$ cat src/include/otf_pkg.sv
// Constants for output turn-off and fault-retry control
// Function
// - Retry code 110 allows six restarts, then output stays off until cleared.
// - Retry code 111 restarts without limit until commanded off or other fault.
// - Restart spacing is set by the three-bit retry/delay field times unit.
// - Field value n decodes as two to the power n delay units.
// - Same count times continued operation after fault and restart spacing.
// - Delay unit length comes from separate configuration, not the response byte.
// - Start-up-timeout response uses the output-voltage fault delay unit.
// - Read/write 16-bit turn-off delay in ms, waited before ramp down.
// - Read/write 16-bit fall time in ms, ramp down after delay expires.
// - 16-bit ms limit; warn if output not below one eighth in time.
// - Bits 7:6 select ignore, continue then retry, disable-retry, latch off.
// - Retry codes 000 to 101 mean zero to five restarts; zero latches.
// - Latched fault clears by bit clear, clear-all, off-on cycle, bias loss.
package otf_pkg;
   localparam logic [7:0]  CMD_FAULT_ACTION = 8'h63;
   localparam logic [7:0]  CMD_OFF_DELAY    = 8'h64;
   localparam logic [7:0]  CMD_FALL_TIME    = 8'h65;
   localparam logic [7:0]  CMD_WARN_LIMIT   = 8'h66;
   localparam logic [7:0]  RST_FAULT_ACTION = 8'h00;
   localparam logic [15:0] RST_OFF_DELAY    = 16'h0000;
   localparam logic [15:0] RST_FALL_TIME    = 16'h0000;
   localparam logic [15:0] RST_WARN_LIMIT   = 16'h0000;
   localparam int          ACT_MSB          = 7;
   localparam int          ACT_LSB          = 6;
   localparam int          RETRY_MSB        = 5;
   localparam int          RETRY_LSB        = 3;
   localparam int          DLY_MSB          = 2;
   localparam int          DLY_LSB          = 0;
   localparam logic [1:0]  ACT_IGNORE       = 2'h0;
   localparam logic [1:0]  ACT_CONTINUE     = 2'h1;
   localparam logic [1:0]  ACT_RETRY        = 2'h2;
   localparam logic [1:0]  ACT_LATCH        = 2'h3;
   localparam logic [2:0]  RETRY_NONE       = 3'h0;
   localparam logic [2:0]  RETRY_FOREVER    = 3'h7;
   localparam int          TIMER_W          = 24;
   localparam int          CLK_PERIOD_PS    = 8000;
   localparam int          MS_PS            = 1000000000;
   localparam int          MS_CYCLES        = MS_PS / CLK_PERIOD_PS;
   localparam logic [15:0] UNIT_MS_DEFAULT  = 16'h0001;
   typedef enum logic [6:0] {
      ST_OFF   = 7'b0000001,
      ST_ON    = 7'b0000010,
      ST_CONT  = 7'b0000100,
      ST_WAIT  = 7'b0001000,
      ST_LATCH = 7'b0010000,
      ST_DLY   = 7'b0100000,
      ST_FALL  = 7'b1000000
   } otf_state_e;
endpackage

$ cat src/otf_ms_timer.sv
// Millisecond tick and one-shot millisecond down-counter
`timescale 1ns/1ps
`default_nettype none
module otf_ms_timer
   import otf_pkg::*;
#(
   parameter int MS_TICKS = MS_CYCLES
) (
   input  wire logic               mclk,
   input  wire logic               rst_n,
   input  wire logic               ce,
   input  wire logic               start,
   input  wire logic [TIMER_W-1:0] loadMs,
   output logic                    msTick,
   output logic                    done
);
   logic [31:0]        pre_q;
   logic [TIMER_W-1:0] cnt_q;
   logic               busy_q;

   // Free-running prescaler, so a start may land up to one tick early
   always_ff @(posedge mclk or negedge rst_n) begin
      if (!rst_n) begin
         pre_q  <= 32'h0;
         msTick <= 1'b0;
      end else if (ce) begin
         msTick <= (pre_q == 32'(MS_TICKS - 1));
         pre_q  <= (pre_q == 32'(MS_TICKS - 1)) ? 32'h0 : pre_q + 32'h1;
      end
   end

   always_ff @(posedge mclk or negedge rst_n) begin
      if (!rst_n) begin
         cnt_q  <= '0;
         busy_q <= 1'b0;
         done   <= 1'b0;
      end else if (ce) begin
         done <= 1'b0;
         if (start) begin
            cnt_q  <= loadMs;
            busy_q <= 1'b1;
         end else if (busy_q && cnt_q == '0) begin
            busy_q <= 1'b0;
            done   <= 1'b1;
         end else if (busy_q && msTick) begin
            cnt_q <= cnt_q - TIMER_W'(1);
         end
      end
   end
endmodule
`default_nettype wire

$ cat src/otf_ctrl.sv
// Turn-off sequencing, power-down warning and start-up fault retry control
`timescale 1ns/1ps
`default_nettype none
module otf_ctrl
   import otf_pkg::*;
#(
   parameter int          MS_TICKS = MS_CYCLES,
   parameter logic [15:0] UNIT_MS  = UNIT_MS_DEFAULT
) (
   input  wire logic        mclk,
   input  wire logic        rst_n,
   input  wire logic        ce,
   input  wire logic        cmdValid,
   input  wire logic        cmdWrite,
   input  wire logic [7:0]  cmdCode,
   input  wire logic [15:0] cmdWdata,
   input  wire logic        enableReq,
   input  wire logic        startupFault,
   input  wire logic        faultPresent,
   input  wire logic        otherFault,
   input  wire logic        voutBelowEighth,
   input  wire logic        faultBitClear,
   input  wire logic        clearFaults,
   output logic [15:0]      rdData,
   output logic             rdValid,
   output logic             outEnable,
   output logic             rampFalling,
   output logic             faultLatched,
   output logic             powerDownWarn,
   output logic [2:0]       restartCount
);
   logic [7:0]         faultAction_q;
   logic [15:0]        offDelay_q;
   logic [15:0]        fallTime_q;
   logic [15:0]        warnLimit_q;
   otf_state_e         state_q;
   otf_state_e         state_d;
   logic               tmrStart;
   logic [TIMER_W-1:0] tmrLoad;
   logic               msTick;
   logic               tmrDone;
   logic [15:0]        warnCnt_q;
   logic               warnRun_q;
   logic               enablePrev_q;
   logic [1:0]         act;
   logic [2:0]         retryCode;
   logic [TIMER_W-1:0] retryMs;
   logic               retryAllowed;
   logic               offEdge;

   assign act       = faultAction_q[ACT_MSB:ACT_LSB];
   assign retryCode = faultAction_q[RETRY_MSB:RETRY_LSB];
   // Unit is the output-voltage fault unit, shifted by the field (2^n units)
   assign retryMs   = TIMER_W'(UNIT_MS) << faultAction_q[DLY_MSB:DLY_LSB];
   assign retryAllowed = (retryCode == RETRY_FOREVER) ||
                         (retryCode != RETRY_NONE && restartCount < retryCode);
   assign offEdge   = enablePrev_q && !enableReq;

   otf_ms_timer #(
      .MS_TICKS (MS_TICKS)
   ) u_timer (
      .mclk   (mclk),
      .rst_n  (rst_n),
      .ce     (ce),
      .start  (tmrStart),
      .loadMs (tmrLoad),
      .msTick (msTick),
      .done   (tmrDone)
   );

   // Register writes
   always_ff @(posedge mclk or negedge rst_n) begin
      if (!rst_n) begin
         faultAction_q <= RST_FAULT_ACTION;
         offDelay_q    <= RST_OFF_DELAY;
         fallTime_q    <= RST_FALL_TIME;
         warnLimit_q   <= RST_WARN_LIMIT;
      end else if (ce && cmdValid && cmdWrite) begin
         case (cmdCode)
            CMD_FAULT_ACTION: faultAction_q <= cmdWdata[7:0];
            CMD_OFF_DELAY:    offDelay_q    <= cmdWdata;
            CMD_FALL_TIME:    fallTime_q    <= cmdWdata;
            CMD_WARN_LIMIT:   warnLimit_q   <= cmdWdata;
            default: ;
         endcase
      end
   end

   // Register reads, unmapped codes answer zero
   always_ff @(posedge mclk or negedge rst_n) begin
      if (!rst_n) begin
         rdData  <= 16'h0;
         rdValid <= 1'b0;
      end else if (ce) begin
         rdValid <= cmdValid && !cmdWrite;
         if (cmdValid && !cmdWrite) begin
            case (cmdCode)
               CMD_FAULT_ACTION: rdData <= {8'h0, faultAction_q};
               CMD_OFF_DELAY:    rdData <= offDelay_q;
               CMD_FALL_TIME:    rdData <= fallTime_q;
               CMD_WARN_LIMIT:   rdData <= warnLimit_q;
               default:          rdData <= 16'h0;
            endcase
         end
      end
   end

   // Sequencer
   always_comb begin
      state_d  = state_q;
      tmrStart = 1'b0;
      tmrLoad  = '0;
      case (state_q)
         ST_OFF: begin
            if (enableReq) begin
               state_d = ST_ON;
            end
         end
         ST_ON: begin
            if (!enableReq) begin
               state_d  = ST_DLY;
               tmrStart = 1'b1;
               tmrLoad  = TIMER_W'(offDelay_q);
            end else if (otherFault) begin
               state_d = ST_LATCH;
            end else if (startupFault) begin
               case (act)
                  ACT_IGNORE: state_d = ST_ON;
                  ACT_CONTINUE: begin
                     state_d  = ST_CONT;
                     tmrStart = 1'b1;
                     tmrLoad  = retryMs;
                  end
                  ACT_RETRY: begin
                     state_d  = retryAllowed ? ST_WAIT : ST_LATCH;
                     tmrStart = retryAllowed;
                     tmrLoad  = retryMs;
                  end
                  default: state_d = ST_LATCH;
               endcase
            end
         end
         ST_CONT: begin
            if (!enableReq) begin
               state_d  = ST_DLY;
               tmrStart = 1'b1;
               tmrLoad  = TIMER_W'(offDelay_q);
            end else if (otherFault) begin
               state_d = ST_LATCH;
            end else if (tmrDone) begin
               // Fault gone by the end of the window: keep running
               if (!faultPresent) begin
                  state_d = ST_ON;
               end else if (retryAllowed) begin
                  state_d  = ST_WAIT;
                  tmrStart = 1'b1;
                  tmrLoad  = retryMs;
               end else begin
                  state_d = ST_LATCH;
               end
            end
         end
         ST_WAIT: begin
            if (!enableReq) begin
               state_d = ST_OFF;
            end else if (otherFault) begin
               state_d = ST_LATCH;
            end else if (tmrDone) begin
               state_d = ST_ON;
            end
         end
         ST_LATCH: begin
            // Enable low here clears the latch at once, going straight to off
            if (faultBitClear || clearFaults || !enableReq) begin
               state_d = ST_OFF;
            end
         end
         ST_DLY: begin
            if (tmrDone) begin
               state_d  = ST_FALL;
               tmrStart = 1'b1;
               tmrLoad  = TIMER_W'(fallTime_q);
            end
         end
         ST_FALL: begin
            if (tmrDone) begin
               state_d = ST_OFF;
            end
         end
         default: state_d = ST_OFF;
      endcase
   end

   always_ff @(posedge mclk or negedge rst_n) begin
      if (!rst_n) begin
         state_q      <= ST_OFF;
         enablePrev_q <= 1'b0;
      end else if (ce) begin
         state_q      <= state_d;
         enablePrev_q <= enableReq;
      end
   end

   // Restart attempt counter, reset by a fresh enable or a clear
   always_ff @(posedge mclk or negedge rst_n) begin
      if (!rst_n) begin
         restartCount <= 3'h0;
      end else if (ce) begin
         if (state_q == ST_OFF) begin
            restartCount <= 3'h0;
         end else if (state_q == ST_WAIT && state_d == ST_ON &&
                      retryCode != RETRY_FOREVER) begin
            restartCount <= restartCount + 3'h1;
         end
      end
   end

   always_ff @(posedge mclk or negedge rst_n) begin
      if (!rst_n) begin
         outEnable    <= 1'b0;
         rampFalling  <= 1'b0;
         faultLatched <= 1'b0;
      end else if (ce) begin
         outEnable    <= (state_d == ST_ON) || (state_d == ST_CONT) || (state_d == ST_DLY);
         rampFalling  <= (state_d == ST_FALL);
         faultLatched <= (state_d == ST_LATCH);
      end
   end

   // Power-down watchdog from the disable edge; a zero limit disables it
   always_ff @(posedge mclk or negedge rst_n) begin
      if (!rst_n) begin
         warnRun_q     <= 1'b0;
         warnCnt_q     <= 16'h0;
         powerDownWarn <= 1'b0;
      end else if (ce) begin
         if (offEdge) begin
            warnRun_q <= (warnLimit_q != 16'h0);
            warnCnt_q <= 16'h0;
         end else if (warnRun_q && voutBelowEighth) begin
            warnRun_q <= 1'b0;
         end else if (warnRun_q && msTick) begin
            warnCnt_q <= warnCnt_q + 16'h1;
            if (warnCnt_q + 16'h1 >= warnLimit_q) begin
               warnRun_q <= 1'b0;
            end
         end
         // Set wins over a clear in the same cycle
         if (warnRun_q && msTick && !voutBelowEighth && !offEdge &&
             warnCnt_q + 16'h1 >= warnLimit_q) begin
            powerDownWarn <= 1'b1;
         end else if (clearFaults || faultBitClear) begin
            powerDownWarn <= 1'b0;
         end
      end
   end
endmodule
`default_nettype wire

$ cat config.mk
export PLATFORM = sky130hd
export DESIGN_NAME = otf_ctrl
export DESIGN_NICKNAME = d
export VERILOG_FILES = /design/src/include/otf_pkg.sv /design/src/otf_ms_timer.sv /design/src/otf_ctrl.sv
export SDC_FILE = /design/constraint.sdc
export NUM_CORES = 1
export LEC_CHECK = 0
export ABC_AREA = 0
export ABC_CLOCK_PERIOD_IN_PS = 8100
export BUFFER_PORTS_ARGS = -buffer_cell sky130_fd_sc_hd__buf_4
export CORE_MARGIN = 10
export CORE_UTILIZATION = 45
export CTS_CLUSTER_SIZE = 20
export DETAILED_ROUTE_END_ITERATION = 7
export GPL_TIMING_DRIVEN = 1
export MAX_ROUTING_LAYER = met4
export PLACE_DENSITY = 0.73
export RECOVER_POWER = 50
export SETUP_SLACK_MARGIN = 0.1
export SLEW_MARGIN = 20
export SYNTH_ARGS = -nofsm -noshare
export SYNTH_HDL_FRONTEND = slang
export SYNTH_SLANG_ARGS = --single-unit
$ cat constraint.sdc
create_clock -name mclk -period 8.1 [get_ports mclk]
set_input_delay 0.405 -clock mclk [delete_from_list [all_inputs] [get_ports mclk]]
set_output_delay 0.405 -clock mclk [all_outputs]
set_load 0.005 [all_outputs]
==> key figures, run 1 <==
Yosys
  – Syn avg cell area: 9.872 um2
  – Number of enable flip-flop cells after synthesis: 0
  – Post-Synthesis Cells: between 900 and 1,000
  – Async SR Flop Fraction: 100.0%
  – Post-synthesis sequential area ratio: 45.59%
  – Mapped Area: approximately 9000 um2
  – Yosys reg bits: ~160
  – Synth warn: 0
  – Synth unique cells: 70
  – Syn_nets: ~1,000
  – Top_reg_cell synth: dfrtp_1

Worst hold path
  – Worst hold path type: input port to asynchronous set/reset pin

Die
  – Starting Density: ~46%
  – Total die area: about 26,000 um2
  – Die Height: around 160 um
  – Ports: 60
  – Die W: 161.5 um
  – Core box area: between 15,000 and 20,000 um2
  – Rows: 51

Place
  – Dpl ws: between 4 and 5 ns
  – Hpwl dp: approximately 16,000 um
  – Input/output buffers: 59
  – Gp weighted congestion: a little under 0.9

Routing
  – Drt initial violations: approximately 630
  – DR vias/cell: 5.857
  – Wirelength per Cell: around 18 um
  – DRC: 0
  – Antenna-violating nets left: 0
  – Drt pass-1 iters: 5
  – Drt total wl: between 20,000 and 25,000 um
  – Routed via count: between 7,000 and 8,000

Timing
  – RSZ-0062 raised after global routing: false
  – Setup TNS: 0 ns
  – Final Hold Fails: 0
  – Fin crit period: around 3.9 ns
  – Max Slew Vio Count: 130
  – Crit share post-route: 47.77%
  – Relative slew slack: -131.7%
  – Worst setup margin: 4.230 ns
  – Worst clock skew: roughly 0.012 ns
  – Achievable frequency: about 0.26 GHz
  – Final setup vio count: 0
  – Worst-margin pin slew: about 3.5 ns

GRT
  – Vias in the first global route: ~7,100
  – Total GRT Usage: a little under a fifth
  – Initial antenna violation count: 0
  – Total gr overflow: 0
  – First-pass GRT wire length: 37,610 um
  – Largest net degree at the start of global routing: 100

Clock network
  – TritonCTS clock tree: built
  – Post-CTS setup buffer count: 0
  – Clk slew on worst S/H paths: around 0.070 ns
  – Post-CTS Resized: 0
  – Clk_lat worst skew: 0.44 ns
  – Inserted Clock Buffers: 17
  – CTS root buf: clkbuf_16
  – Maximum clock path buffer count: 2
  – Clock tree sinks: ~160
  – Hold Buf Count CTS: 0
  – H-tree depth: 4

Critical path
  – Cells along the critical path: buf_6 -> clkbuf_1
  – CP Class: input port to asynchronous set/reset pin
  – Slowest cell on the critical path: clkbuf_1
  – CP Launch Type: input port
  – Family with the most delay on the worst path: buffers and inverters
  – Required @ worst endpoint: ~7.9 ns
  – Worst Path Buf+Inv: 2
  – CP max FO: between 90 and 100
  – Max stage delay on crit path: approximately 2.5 ns
  – Crit path DAT: about 3.6 ns
  – Setup crit end kind: asynchronous set/reset pin

Pwr
  – Sw power: roughly 0.00065 W
  – Cell Int Power: ~0.0014 W
  – Sw frac: ~31%
  – Leak: approximately 4.6 nW
  – Power share of the clock group: 38.2%
  – Worst VDD drop: between 0.1 and 0.15 mV
  – Logic pwr share: between 10% and 20%
  – Power Density: slightly above 200 nW/um2
  – Register share of total power: a little under half

Outcome
  – Status: complete, but fails checks
  – Failing checks: capacitance limit, slew limit

Layout
  – Number of antenna diodes: 0
  – FILL cells: roughly 1,800
  – Layout net count: 1,022
  – Core Util, Final: a little over half
  – Area Growth Syn to Fin: 13.58%
  – Share of post-route cells with drive strength above 1: between 10% and 20%

Job
  – Max-cap violations: 3
==> synth_stat cells, drive strengths merged, types with 8 or more instances <==
| cell type | instances | share of area, % |
|---|---|---|
| dfrtp | 163 | 45 |
| o21ai | 83 | 4.6 |
| nand2 | 71 | 3.0 |
| nor2 | 66 | 2.8 |
| mux2 | 54 | 6.8 |
| inv | 41 | 1.7 |
| a21oi | 37 | 2.1 |
| nand3 | 29 | 1.6 |
| clkbuf | 27 | 1.1 |
| ha | 27 | 3.8 |
| mux2i | 26 | 2.9 |
| xnor2 | 26 | 2.5 |
| nor3 | 22 | 1.4 |
| a22o | 20 | 1.9 |
| xor2 | 19 | 1.8 |
| nor4 | 18 | 1.3 |
| buf | 14 | 0.97 |
| and3 | 13 | 0.90 |
| nand4 | 13 | 0.90 |
| or4 | 13 | 1.1 |
| a221oi | 10 | 0.97 |
| o31ai | 9 | 0.90 |
| or3 | 9 | 0.63 |
| nor2b | 8 | 0.56 |
==> logic make-up after synthesis <==
kind of cell | after synthesis | share of synthesized area [%]
AOI/OAI and AO/OA | 211 | 15.29
xor gates and xnor gates | 45 | 4.377
adders and majority gates | 27 | 3.752
buffers and inverters | 82 | 3.808
DFF | 164 | 45.59
muxes | 80 | 9.644
and+or+nand+nor | 303 | 17.54
==> path summary, 6_finish.rpt <==
check                                         end         from  slack, ns  cells after the start
worst max-delay path                   rdData[10]        rst_n       4.23                      2
worst min-delay path            u_timer.pre_q[10]        rst_n       0.06                      1
worst max register to register   u_timer.cnt_q[2]   state_q[6]       4.51                      7
worst min register to register          rdData[8]    rdData[8]       0.49                      2
max in group mclk                u_timer.cnt_q[2]   state_q[6]       4.51                      7
min in group mclk                faultAction_q[1]  cmdWdata[1]       0.21                      3
==> registers in the layout (all words and copies together), names as in the netlist <==
name	flops
offDelay_q	16
u_timer.pre_q	32
u_timer.cnt_q	24
outEnable	1
rdValid	1
enablePrev_q	1
faultLatched	1
rampFalling	1
warnLimit_q	16
u_timer.msTick	1
state_q	7
u_timer.done	1
faultAction_q	8
powerDownWarn	1
fallTime_q	16
warnCnt_q	16
warnRun_q	1
u_timer.busy_q	1
restartCount	3
rdData	16
==> layout make-up <==
| class | instances | area, um2 | area share, % |
|---|---|---|---|
| timing repair buffer | 69 | 480.5 | 4.698 |
| sequential | 164 | 4105 | 40.14 |
| multi-input combinational | 666 | 4567 | 44.66 |
| clock buffer | 17 | 425.4 | 4.160 |
| tap | 265 | 331.6 | 3.242 |
| inverter | 41 | 153.9 | 1.505 |
| clock inverter | 15 | 162.7 | 1.591 |
==> placed cells by master (no fill, tap or decap), drive strengths merged, types with 18 or more instances in the layout <==
| cell | count |
|---|---|
| a21oi | 37 |
| a22o | 20 |
| buf | 42 |
| clkbuf | 44 |
| dfrtp | 163 |
| ha | 27 |
| inv | 48 |
| mux2 | 54 |
| mux2i | 26 |
| nand2 | 71 |
| nand3 | 29 |
| nor2 | 66 |
| nor3 | 22 |
| nor4 | 18 |
| o21ai | 83 |
| xnor2 | 26 |
| xor2 | 19 |
==> routing by layer <==
| metal | wire length [um] | up-vias | global-route usage [%] |
|---|---|---|---|
| met2 | 10910 | 197 | 27.99 |
| met4 | 681 | 0 | 7.775 |
| met5 | 0 | - | - |
| met3 | 1003 | 40 | 3.457 |
| met1 | 10180 | 3580 | 22.96 |
| li1 | - | 3428 | - |
==> power groups by stage <==
stage / Clock, W / Combinational [W] / Sequential (W)
2_1_floorplan: 0 / 0.000232 / 0.000961
3_3_place_gp: 0 / 0.000304 / 0.000988
3_5_place_dp: 0 / 0.000313 / 0.000990
4_1_cts: 0.000811 / 0.000314 / 0.000976
5_1_grt: 0.000847 / 0.000354 / 0.000991
6_report: 0.000797 / 0.000313 / 0.000978
==> through the flow <==
stage	total power [W]	instances	cell area (um2)	hold WS [ns]
2_1_floorplan	0.001194	912	9004	0.1094
3_3_place_gp	0.001292	1205	9684	0.4643
3_5_place_dp	0.001304	1205	9684	0.4774
4_1_cts	0.002101	1237	10270	0.1289
5_1_grt	0.002192	1237	10230	0.1419
6_report	0.002088	1237	10230	0.06084
Power figures use the tool's default switching activity.
==> inputs of run 2 (changes only) <==
Settings changed: ABC_AREA 0 to 1, ABC_CLOCK_PERIOD_IN_PS 8100 to 3500, PLACE_DENSITY 0.73 to 0.75.
Clock period 8.1 ns to 3.5 ns, I/O delays scaled along.
==> run 2 against run 1 <==
  * The run still ends with capacitance limit, slew limit left
  * Cell count grew 25%
  * Utilization is 0.88 points lower
  * Clock skew hardly changed
  * Combinational power rose to 3.5 times the previous value
  * Sequential share of layout area decreased by 1.9 points
  * Clock power up 140%
  * Via count grew 16%
  * Non-clock buffer count fell by 4
  * Wire length up 8.9%
  * Worst setup slack worse by 3.7 ns
  * Register-to-register slack worse by 4.0 ns
  * Synthesized cell count rose by 32%
==> key figures, run 2 <==
Yosys
  – Mapped Area: approximately 9500 um2
  – Proportion of synthesized area in mux cells: 0%
  – Synth Area in XOR/XNOR: 4.440%
  – Yosys reg bits: 164
  – Top_reg_cell synth: dfrtp_1
  – Syn_nets: between 1,000 and 1,500
  – Synth warn: 0
  – Number of enable flip-flop cells after synthesis: 0
  – Compound-Gate Fraction of Synth Area: roughly 14%
  – Yosys top cell by area: dfrtp_1
  – Synth unique cells: just under 50
  – Simple-gate share of the synthesized area: about a quarter
  – Post-Synthesis Cells: approximately 1,200
  – Commonest cells in the synthesized netlist: nand2_1 (283), dfrtp_1 (163), inv_1 (153)
  – Async SR Flop Fraction: between 90% and 100%
  – Post-synthesis sequential area ratio: between 40% and 50%
  – Syn avg cell area: 7.891 um2
  – Largest family of logic cells by synthesized area: simple AND/OR/NAND/NOR gates
  – Top post-synthesis cells by area: dfrtp_1 (43%), nand2_1 (11%), o21ai_0 (6.8%)
  – Area fraction of the dominant cell type after synthesis: a little over two fifths
  – Post-Synth Adder-Cell Area: 3.568%
  – Count leader, synth: nand2_1

Clock network
  – CTS root buf: clkbuf_16
  – TritonCTS clock tree: built
  – H-tree depth: 4
  – Maximum clock path buffer count: 2
  – Inserted Clock Buffers: 17
  – Clk_lat worst skew: 0.44 ns
  – Post-CTS Resized: 0
  – Clock tree sinks: around 160
  – Hold Buf Count CTS: 1
  – Clk slew on worst S/H paths: ~0.070 ns
  – Post-CTS setup buffer count: 0

Die
  – Die Height: roughly 170 um
  – Die W: 165.1 um
  – Ports: 60
  – Rows: 53
  – Starting Density: 45.33%
  – Total die area: ~27,000 um2
  – Core box area: roughly 21,000 um2

Timing
  – Worst clock skew: approximately 0.012 ns
  – Worst-margin pin slew: approximately 2.4 ns
  – Max Slew Vio Count: 43
  – Worst setup margin: roughly 0.5 ns
  – Final Hold Fails: 0
  – Final setup vio count: 0
  – Achievable frequency: 0.3332 GHz
  – RSZ-0062 raised after global routing: false
  – Fin crit period: 3.001 ns
  – Relative slew slack: -61.91%
  – Setup TNS: 0 ns
  – Crit share post-route: between 80% and 90%

Place
  – Hpwl dp: between 15,000 and 20,000 um
  – Input/output buffers: 59
  – DP Area: 10,170 um2
  – Gp weighted congestion: just over 0.9
  – Dpl ws: 0.5459 ns

Routing
  – DR vias/cell: around 5.4
  – Drt total wl: between 20,000 and 25,000 um
  – Drt initial violations: 691
  – Routed via count: roughly 8,400
  – Wirelength per Cell: approximately 16 um
  – Drt pass-1 iters: 6
  – DRC: 0
  – Antenna-violating nets left: 0

Critical path
  – Setup crit end: warnRun_q
  – Most frequent CP cell: nand2_1
  – WP depth: 18
  – Worst R2R Setup Slack: approximately 0.50 ns
  – Setup crit end kind: register
  – Slowest cell on the critical path: dfrtp_1
  – Worst Path Buf+Inv: 2
  – Cells along the critical path: ha_1 -> nand3_1 -> nor2_1 -> nand4_1 -> nand3b_1 -> or2_2 -> xor2_1 -> inv_1 -> ha_1 -> nand2_1 -> inv_1 -> nand3_1 -> nor3_1 -> nand2_1 -> nand4_1 -> nand3_1 -> nand2_1 -> nand2_1
  – Worst reg2reg path depth: 18
  – CP Class: register to register
  – Crit path from: warnCnt_q[0]
  – Family with the most delay on the worst path: simple AND/OR/NAND/NOR gates
  – Required @ worst endpoint: between 3 and 4 ns
  – CP Launch Type: register
  – Reg-to-Reg End: warnRun_q
  – Max stage delay on crit path: approximately 0.41 ns
  – Crit path DAT: between 3 and 4 ns
  – R2R Path Start: warnCnt_q[0]
  – CP max FO: 5

Worst hold path
  – Worst hold path type: input port to register
  – Hold_sp: cmdWdata[15]

Layout
  – Largest regs: u_timer.pre_q: 32 flops, u_timer.cnt_q: 24 flops
  – Number of antenna diodes: 0
  – Layout net count: 1,319
  – Share of post-route cells with drive strength above 1: between 10% and 20%
  – Most used cells in the layout excluding fill and tap cells: nand2_1 (283), dfrtp_1 (163), inv_1 (153), o21ai_0 (129), nor2_1 (83)
  – Max reg flops: 32
  – Fin area: approximately 11,000 um2
  – FILL cells: 1,962
  – Largest register by flop count: u_timer.pre_q
  – Area Growth Syn to Fin: 13.21%
  – Core Util, Final: just over 50%
  – Most common cell after layout, fill and taps aside: nand2_1

Job
  – Max-cap violations: 1

GRT
  – Initial antenna violation count: 0
  – Total gr overflow: 0
  – Vias in the first global route: a little over 8,000
  – Total GRT Usage: between 10% and 20%
  – Largest net degree at the start of global routing: between 80 and 90
  – First-pass GRT wire length: about 42,000 um

Pwr
  – Power Density: around 500 nW/um2
  – Leak: 5.073 nW
  – Total power: ~0.0052 W
  – Worst VDD drop: 0.3689 mV

Outcome
  – Failing checks: capacitance limit, slew limit
  – Status: complete, but fails checks
-- run 2: cell types whose count changed after synthesis, sizes merged, moves of 20 or more --
cell,before,now
nand2,71,299
inv,41,164
o21ai,83,145
mux2,54,0
nand3,29,60
nor2,66,97
mux2i,26,0
xor2,19,41
a22o,20,0
-- run 2: final cells by class --
cell class | instances | area, um2 | share of cell area (%)
flip-flops and latches | 164 | 4105 | 38.29
inverters | 165 | 626.9 | 5.847
clock inverters | 15 | 167.7 | 1.564
repair buffers | 65 | 457.9 | 4.272
multi-input cells | 843 | 4593 | 42.85
well taps | 275 | 344.1 | 3.210
clock buffers | 17 | 425.4 | 3.968
-- run 2: worst min path at each step --
stage               cells after the start               to  slack [ns]
finish                                  3   offDelay_q[15]        0.03
global route                            3  warnLimit_q[15]        0.04
CTS                                     3   offDelay_q[15]        0.02
detailed placement                      1       state_q[3]        0.12
global placement                        1       state_q[3]        0.12
floorplan                               0     enablePrev_q       -0.12
-- run 2: cells by family (layout without fill, tap and decap cells) --
family / after synthesis / after routing
xor gates and xnor gates: 48 / 48
adders and majority gates: 27 / 27
and+or+nand+nor: 540 / 540
buffers and inverters: 193 / 262
AOI/OAI and AO/OA: 228 / 228
DFF: 164 / 164
-- run 2: through the flow --
step | std cells | hold slack (ns)
2_1_floorplan | 1200 | -0.1206
5_1_grt | 1544 | 0.04308
6_report | 1544 | 0.02959
3_5_place_dp | 1511 | 0.1240
3_3_place_gp | 1511 | 0.1248
4_1_cts | 1544 | 0.01972
-- run 2: report_power, final --
part	internal (W)	switching, W
Sequential	0.00208	0.000183
Combinational	0.000415	0.000662
Clock	0.00102	0.000879
-- run 2: per-layer routing --
metal	share of wire [%]	global-route usage, %
met1	45	25.21
met2	46	29.17
met3	6.6	4.958
met4	2.4	5.918
met5	0	-
-- run 2: worst register-to-register path, cell delays in order, from the launching register on --
cell and delay, ns:
dfrtp_1 0.41, ha_1 0.21, nand3_1 0.10, nor2_1 0.19
nand4_1 0.15, nand3b_1 0.22, or2_2 0.30, xor2_1 0.18
inv_1 0.06, ha_1 0.27, nand2_1 0.06, inv_1 0.05
nand3_1 0.08, nor3_1 0.21, nand2_1 0.11, nand4_1 0.10
nand3_1 0.06, nand2_1 0.07, nand2_1 0.05
==> inputs of run 3 (changes only) <==
Settings changed: RECOVER_POWER 50 to 100.
==> run 3 against run 2 <==
  * The run still ends with capacitance limit, slew limit left
  * Global-route usage is the same
  * Wire length is 0.31% lower
  * Power shrank 0.96%
  * First-iteration DRC count is 4.3% lower
  * Die area is the same
  * Register-to-register slack got worse by 0.20 ns
  * Clock skew shrank 0.00056 ns
  * Via count down 0.20%
  * Clock-buffer cell count did not move
  * Combinational power decreased by 5%
  * Worst setup slack got worse by 0.20 ns
  * Critical endpoint is now u_timer.cnt_q[20]
  * Highest routed layer unchanged
==> key figures, run 3 (synthesized netlist as in run 2, its figures left out) <==
GRT
  – Total gr overflow: 0
  – First-pass GRT wire length: ~42,000 um
  – Largest net degree at the start of global routing: between 80 and 90
  – Initial antenna violation count: 0
  – Total GRT Usage: between 10% and 20%
  – Vias in the first global route: between 8,000 and 9,000

Pwr
  – Register share of total power: a little over two fifths
  – Logic pwr share: 19.9%
  – Sw power: approximately 0.0017 W
  – Sw frac: around a third
  – Leak: between 5 and 6 nW
  – Power Density: between 400 and 500 nW/um2
  – Power share of the clock group: a little over a third
  – Worst VDD drop: between 0.3 and 0.4 mV
  – Cell Int Power: 0.003486 W

Layout
  – Largest register by flop count: u_timer.pre_q
  – Fin area: 10,560 um2
  – Share of post-route cells with drive strength above 1: under 10%
  – Max reg flops: 32
  – Area Growth Syn to Fin: 11.50%
  – Number of antenna diodes: 0
  – Most used cells in the layout excluding fill and tap cells: nand2_1 (289), dfrtp_1 (163), inv_1 (158), o21ai_0 (137), nor2_1 (91)
  – Layout net count: ~1,300
  – Most common cell after layout, fill and taps aside: nand2_1
  – Largest regs: u_timer.pre_q: 32 flops, u_timer.cnt_q: 24 flops
  – FILL cells: between 2,000 and 2,500

Worst hold path
  – Hold Path Stages: 3
  – Hold_sp: cmdWdata[9]
  – Hold EP: warnLimit_q[9]
  – Worst hold path type: input port to register

Place
  – Input/output buffers: 59
  – Gp weighted congestion: 0.9349
  – DP Area: between 10,000 and 15,000 um2
  – Hpwl dp: 18,100 um

Critical path
  – CP Class: register to register
  – CP Launch Type: register
  – CP max FO: 33
  – Worst R2R Setup Slack: between 0.2 and 0.3 ns
  – R2R Path Start: state_q[0]
  – Crit path DAT: about 3.5 ns
  – Required @ worst endpoint: about 3.8 ns
  – Reg-to-Reg End: u_timer.cnt_q[20]
  – Setup crit end kind: register
  – Worst reg2reg path depth: 13

Outcome
  – Failing checks: capacitance limit, slew limit
  – Status: complete, but fails checks

Die
  – Die W: around 170 um
  – Die Height: approximately 170 um
  – Starting Density: around 45%
  – Core box area: about 21,000 um2
  – Rows: 53
  – Ports: 60
  – Total die area: 27,240 um2

Timing
  – Worst clock skew: about 0.011 ns
  – Worst-margin pin slew: around 2.4 ns
  – Max Slew Vio Count: between 40 and 50
  – Final setup vio count: 0
  – Fin crit period: ~3.2 ns
  – Final Hold Fails: 0
  – Crit share post-route: about nine tenths
  – Setup TNS: 0 ns
  – RSZ-0062 raised after global routing: false
  – Achievable frequency: about 0.31 GHz
  – Relative slew slack: -60.39%

Routing
  – Antenna-violating nets left: 0
  – Drt initial violations: around 660
  – DRC: 0
  – Drt pass-1 iters: 5
  – DR vias/cell: between 5 and 6
  – Routed via count: 8,393
  – Wirelength per Cell: roughly 16 um
  – Drt total wl: roughly 25,000 um

Clock network
  – TritonCTS clock tree: built
  – H-tree depth: 4
  – Clk_lat worst skew: 0.44 ns
  – Inserted Clock Buffers: 17
  – Post-CTS Resized: 0
  – Hold Buf Count CTS: 1
  – Clock tree sinks: between 150 and 200
  – Maximum clock path buffer count: 2
  – CTS root buf: clkbuf_16
  – Post-CTS setup buffer count: 0
  – Clk slew on worst S/H paths: 0.07 ns

Job
  – Max-cap violations: 1
run 3: worst max-delay path: stages (launching register included):
cell        delay [ns]
dfstp_1           0.54
inv_1             0.08
nand2_2           0.07
nor2_1            0.11
nand4_2           0.10
inv_1             0.08
nand2_4           0.14
clkinvlp_2        0.48
nor2_1            0.34
nand2_4           0.19
o21ai_4           0.44
inv_4             0.26
nand3_1           0.14
o21ai_0           0.09
run 3: worst max-delay path by stage:
stage / slack, ns / to / cells past startpoint / startpoint
after floorplan: 0.85 / warnRun_q / 18 / warnCnt_q[0]
after global placement: 0.67 / warnRun_q / 18 / warnCnt_q[0]
after detailed placement: 0.55 / warnRun_q / 18 / warnCnt_q[0]
after CTS: 0.51 / warnRun_q / 18 / warnCnt_q[0]
after global routing: 0.08 / u_timer.cnt_q[15] / 14 / state_q[0]
final: 0.30 / u_timer.cnt_q[20] / 13 / state_q[0]
run 3: final cells by class:
type	instances	area (um2)	share of cell area (%)
clock buffers	17	425.4	4.029
clock inverters	15	167.7	1.588
well taps	275	344.1	3.259
flip-flops and latches	164	4105	38.88
multi-input cells	843	4442	42.07
repair buffers	65	450.4	4.266
inverters	165	623.1	5.902
run 3: power by group through the flow:
stage / Combinational (W) / Sequential, W / Clock [W]
after global placement: 0.00105 / 0.00229 / 0
after detailed placement: 0.00108 / 0.00229 / 0
after floorplan: 0.000805 / 0.00225 / 0
final: 0.00103 / 0.00226 / 0.00189
after global routing: 0.00118 / 0.00229 / 0.00201
after CTS: 0.00109 / 0.00226 / 0.00193
run 3: routing by layer:
layer	global-route usage [%]	part of all wire (%)
met1	25.21	45
met5	-	0
met4	5.918	2.3
met2	29.17	46
met3	4.958	6.6
run 3: per-stage QoR:
step	util [%]	instances	setup slack (ns)	total power [W]	hold slack, ns
floorplan	-	1200	0.8519	0.003057	-0.1206
global placement	48.67	1511	0.6692	0.003333	0.1248
detailed placement	48.67	1511	0.5459	0.003369	0.1240
CTS	51.55	1544	0.5150	0.005270	0.01972
global route	50.54	1544	0.07531	0.005483	0.04308
finish	50.54	1544	0.2996	0.005183	0.02983
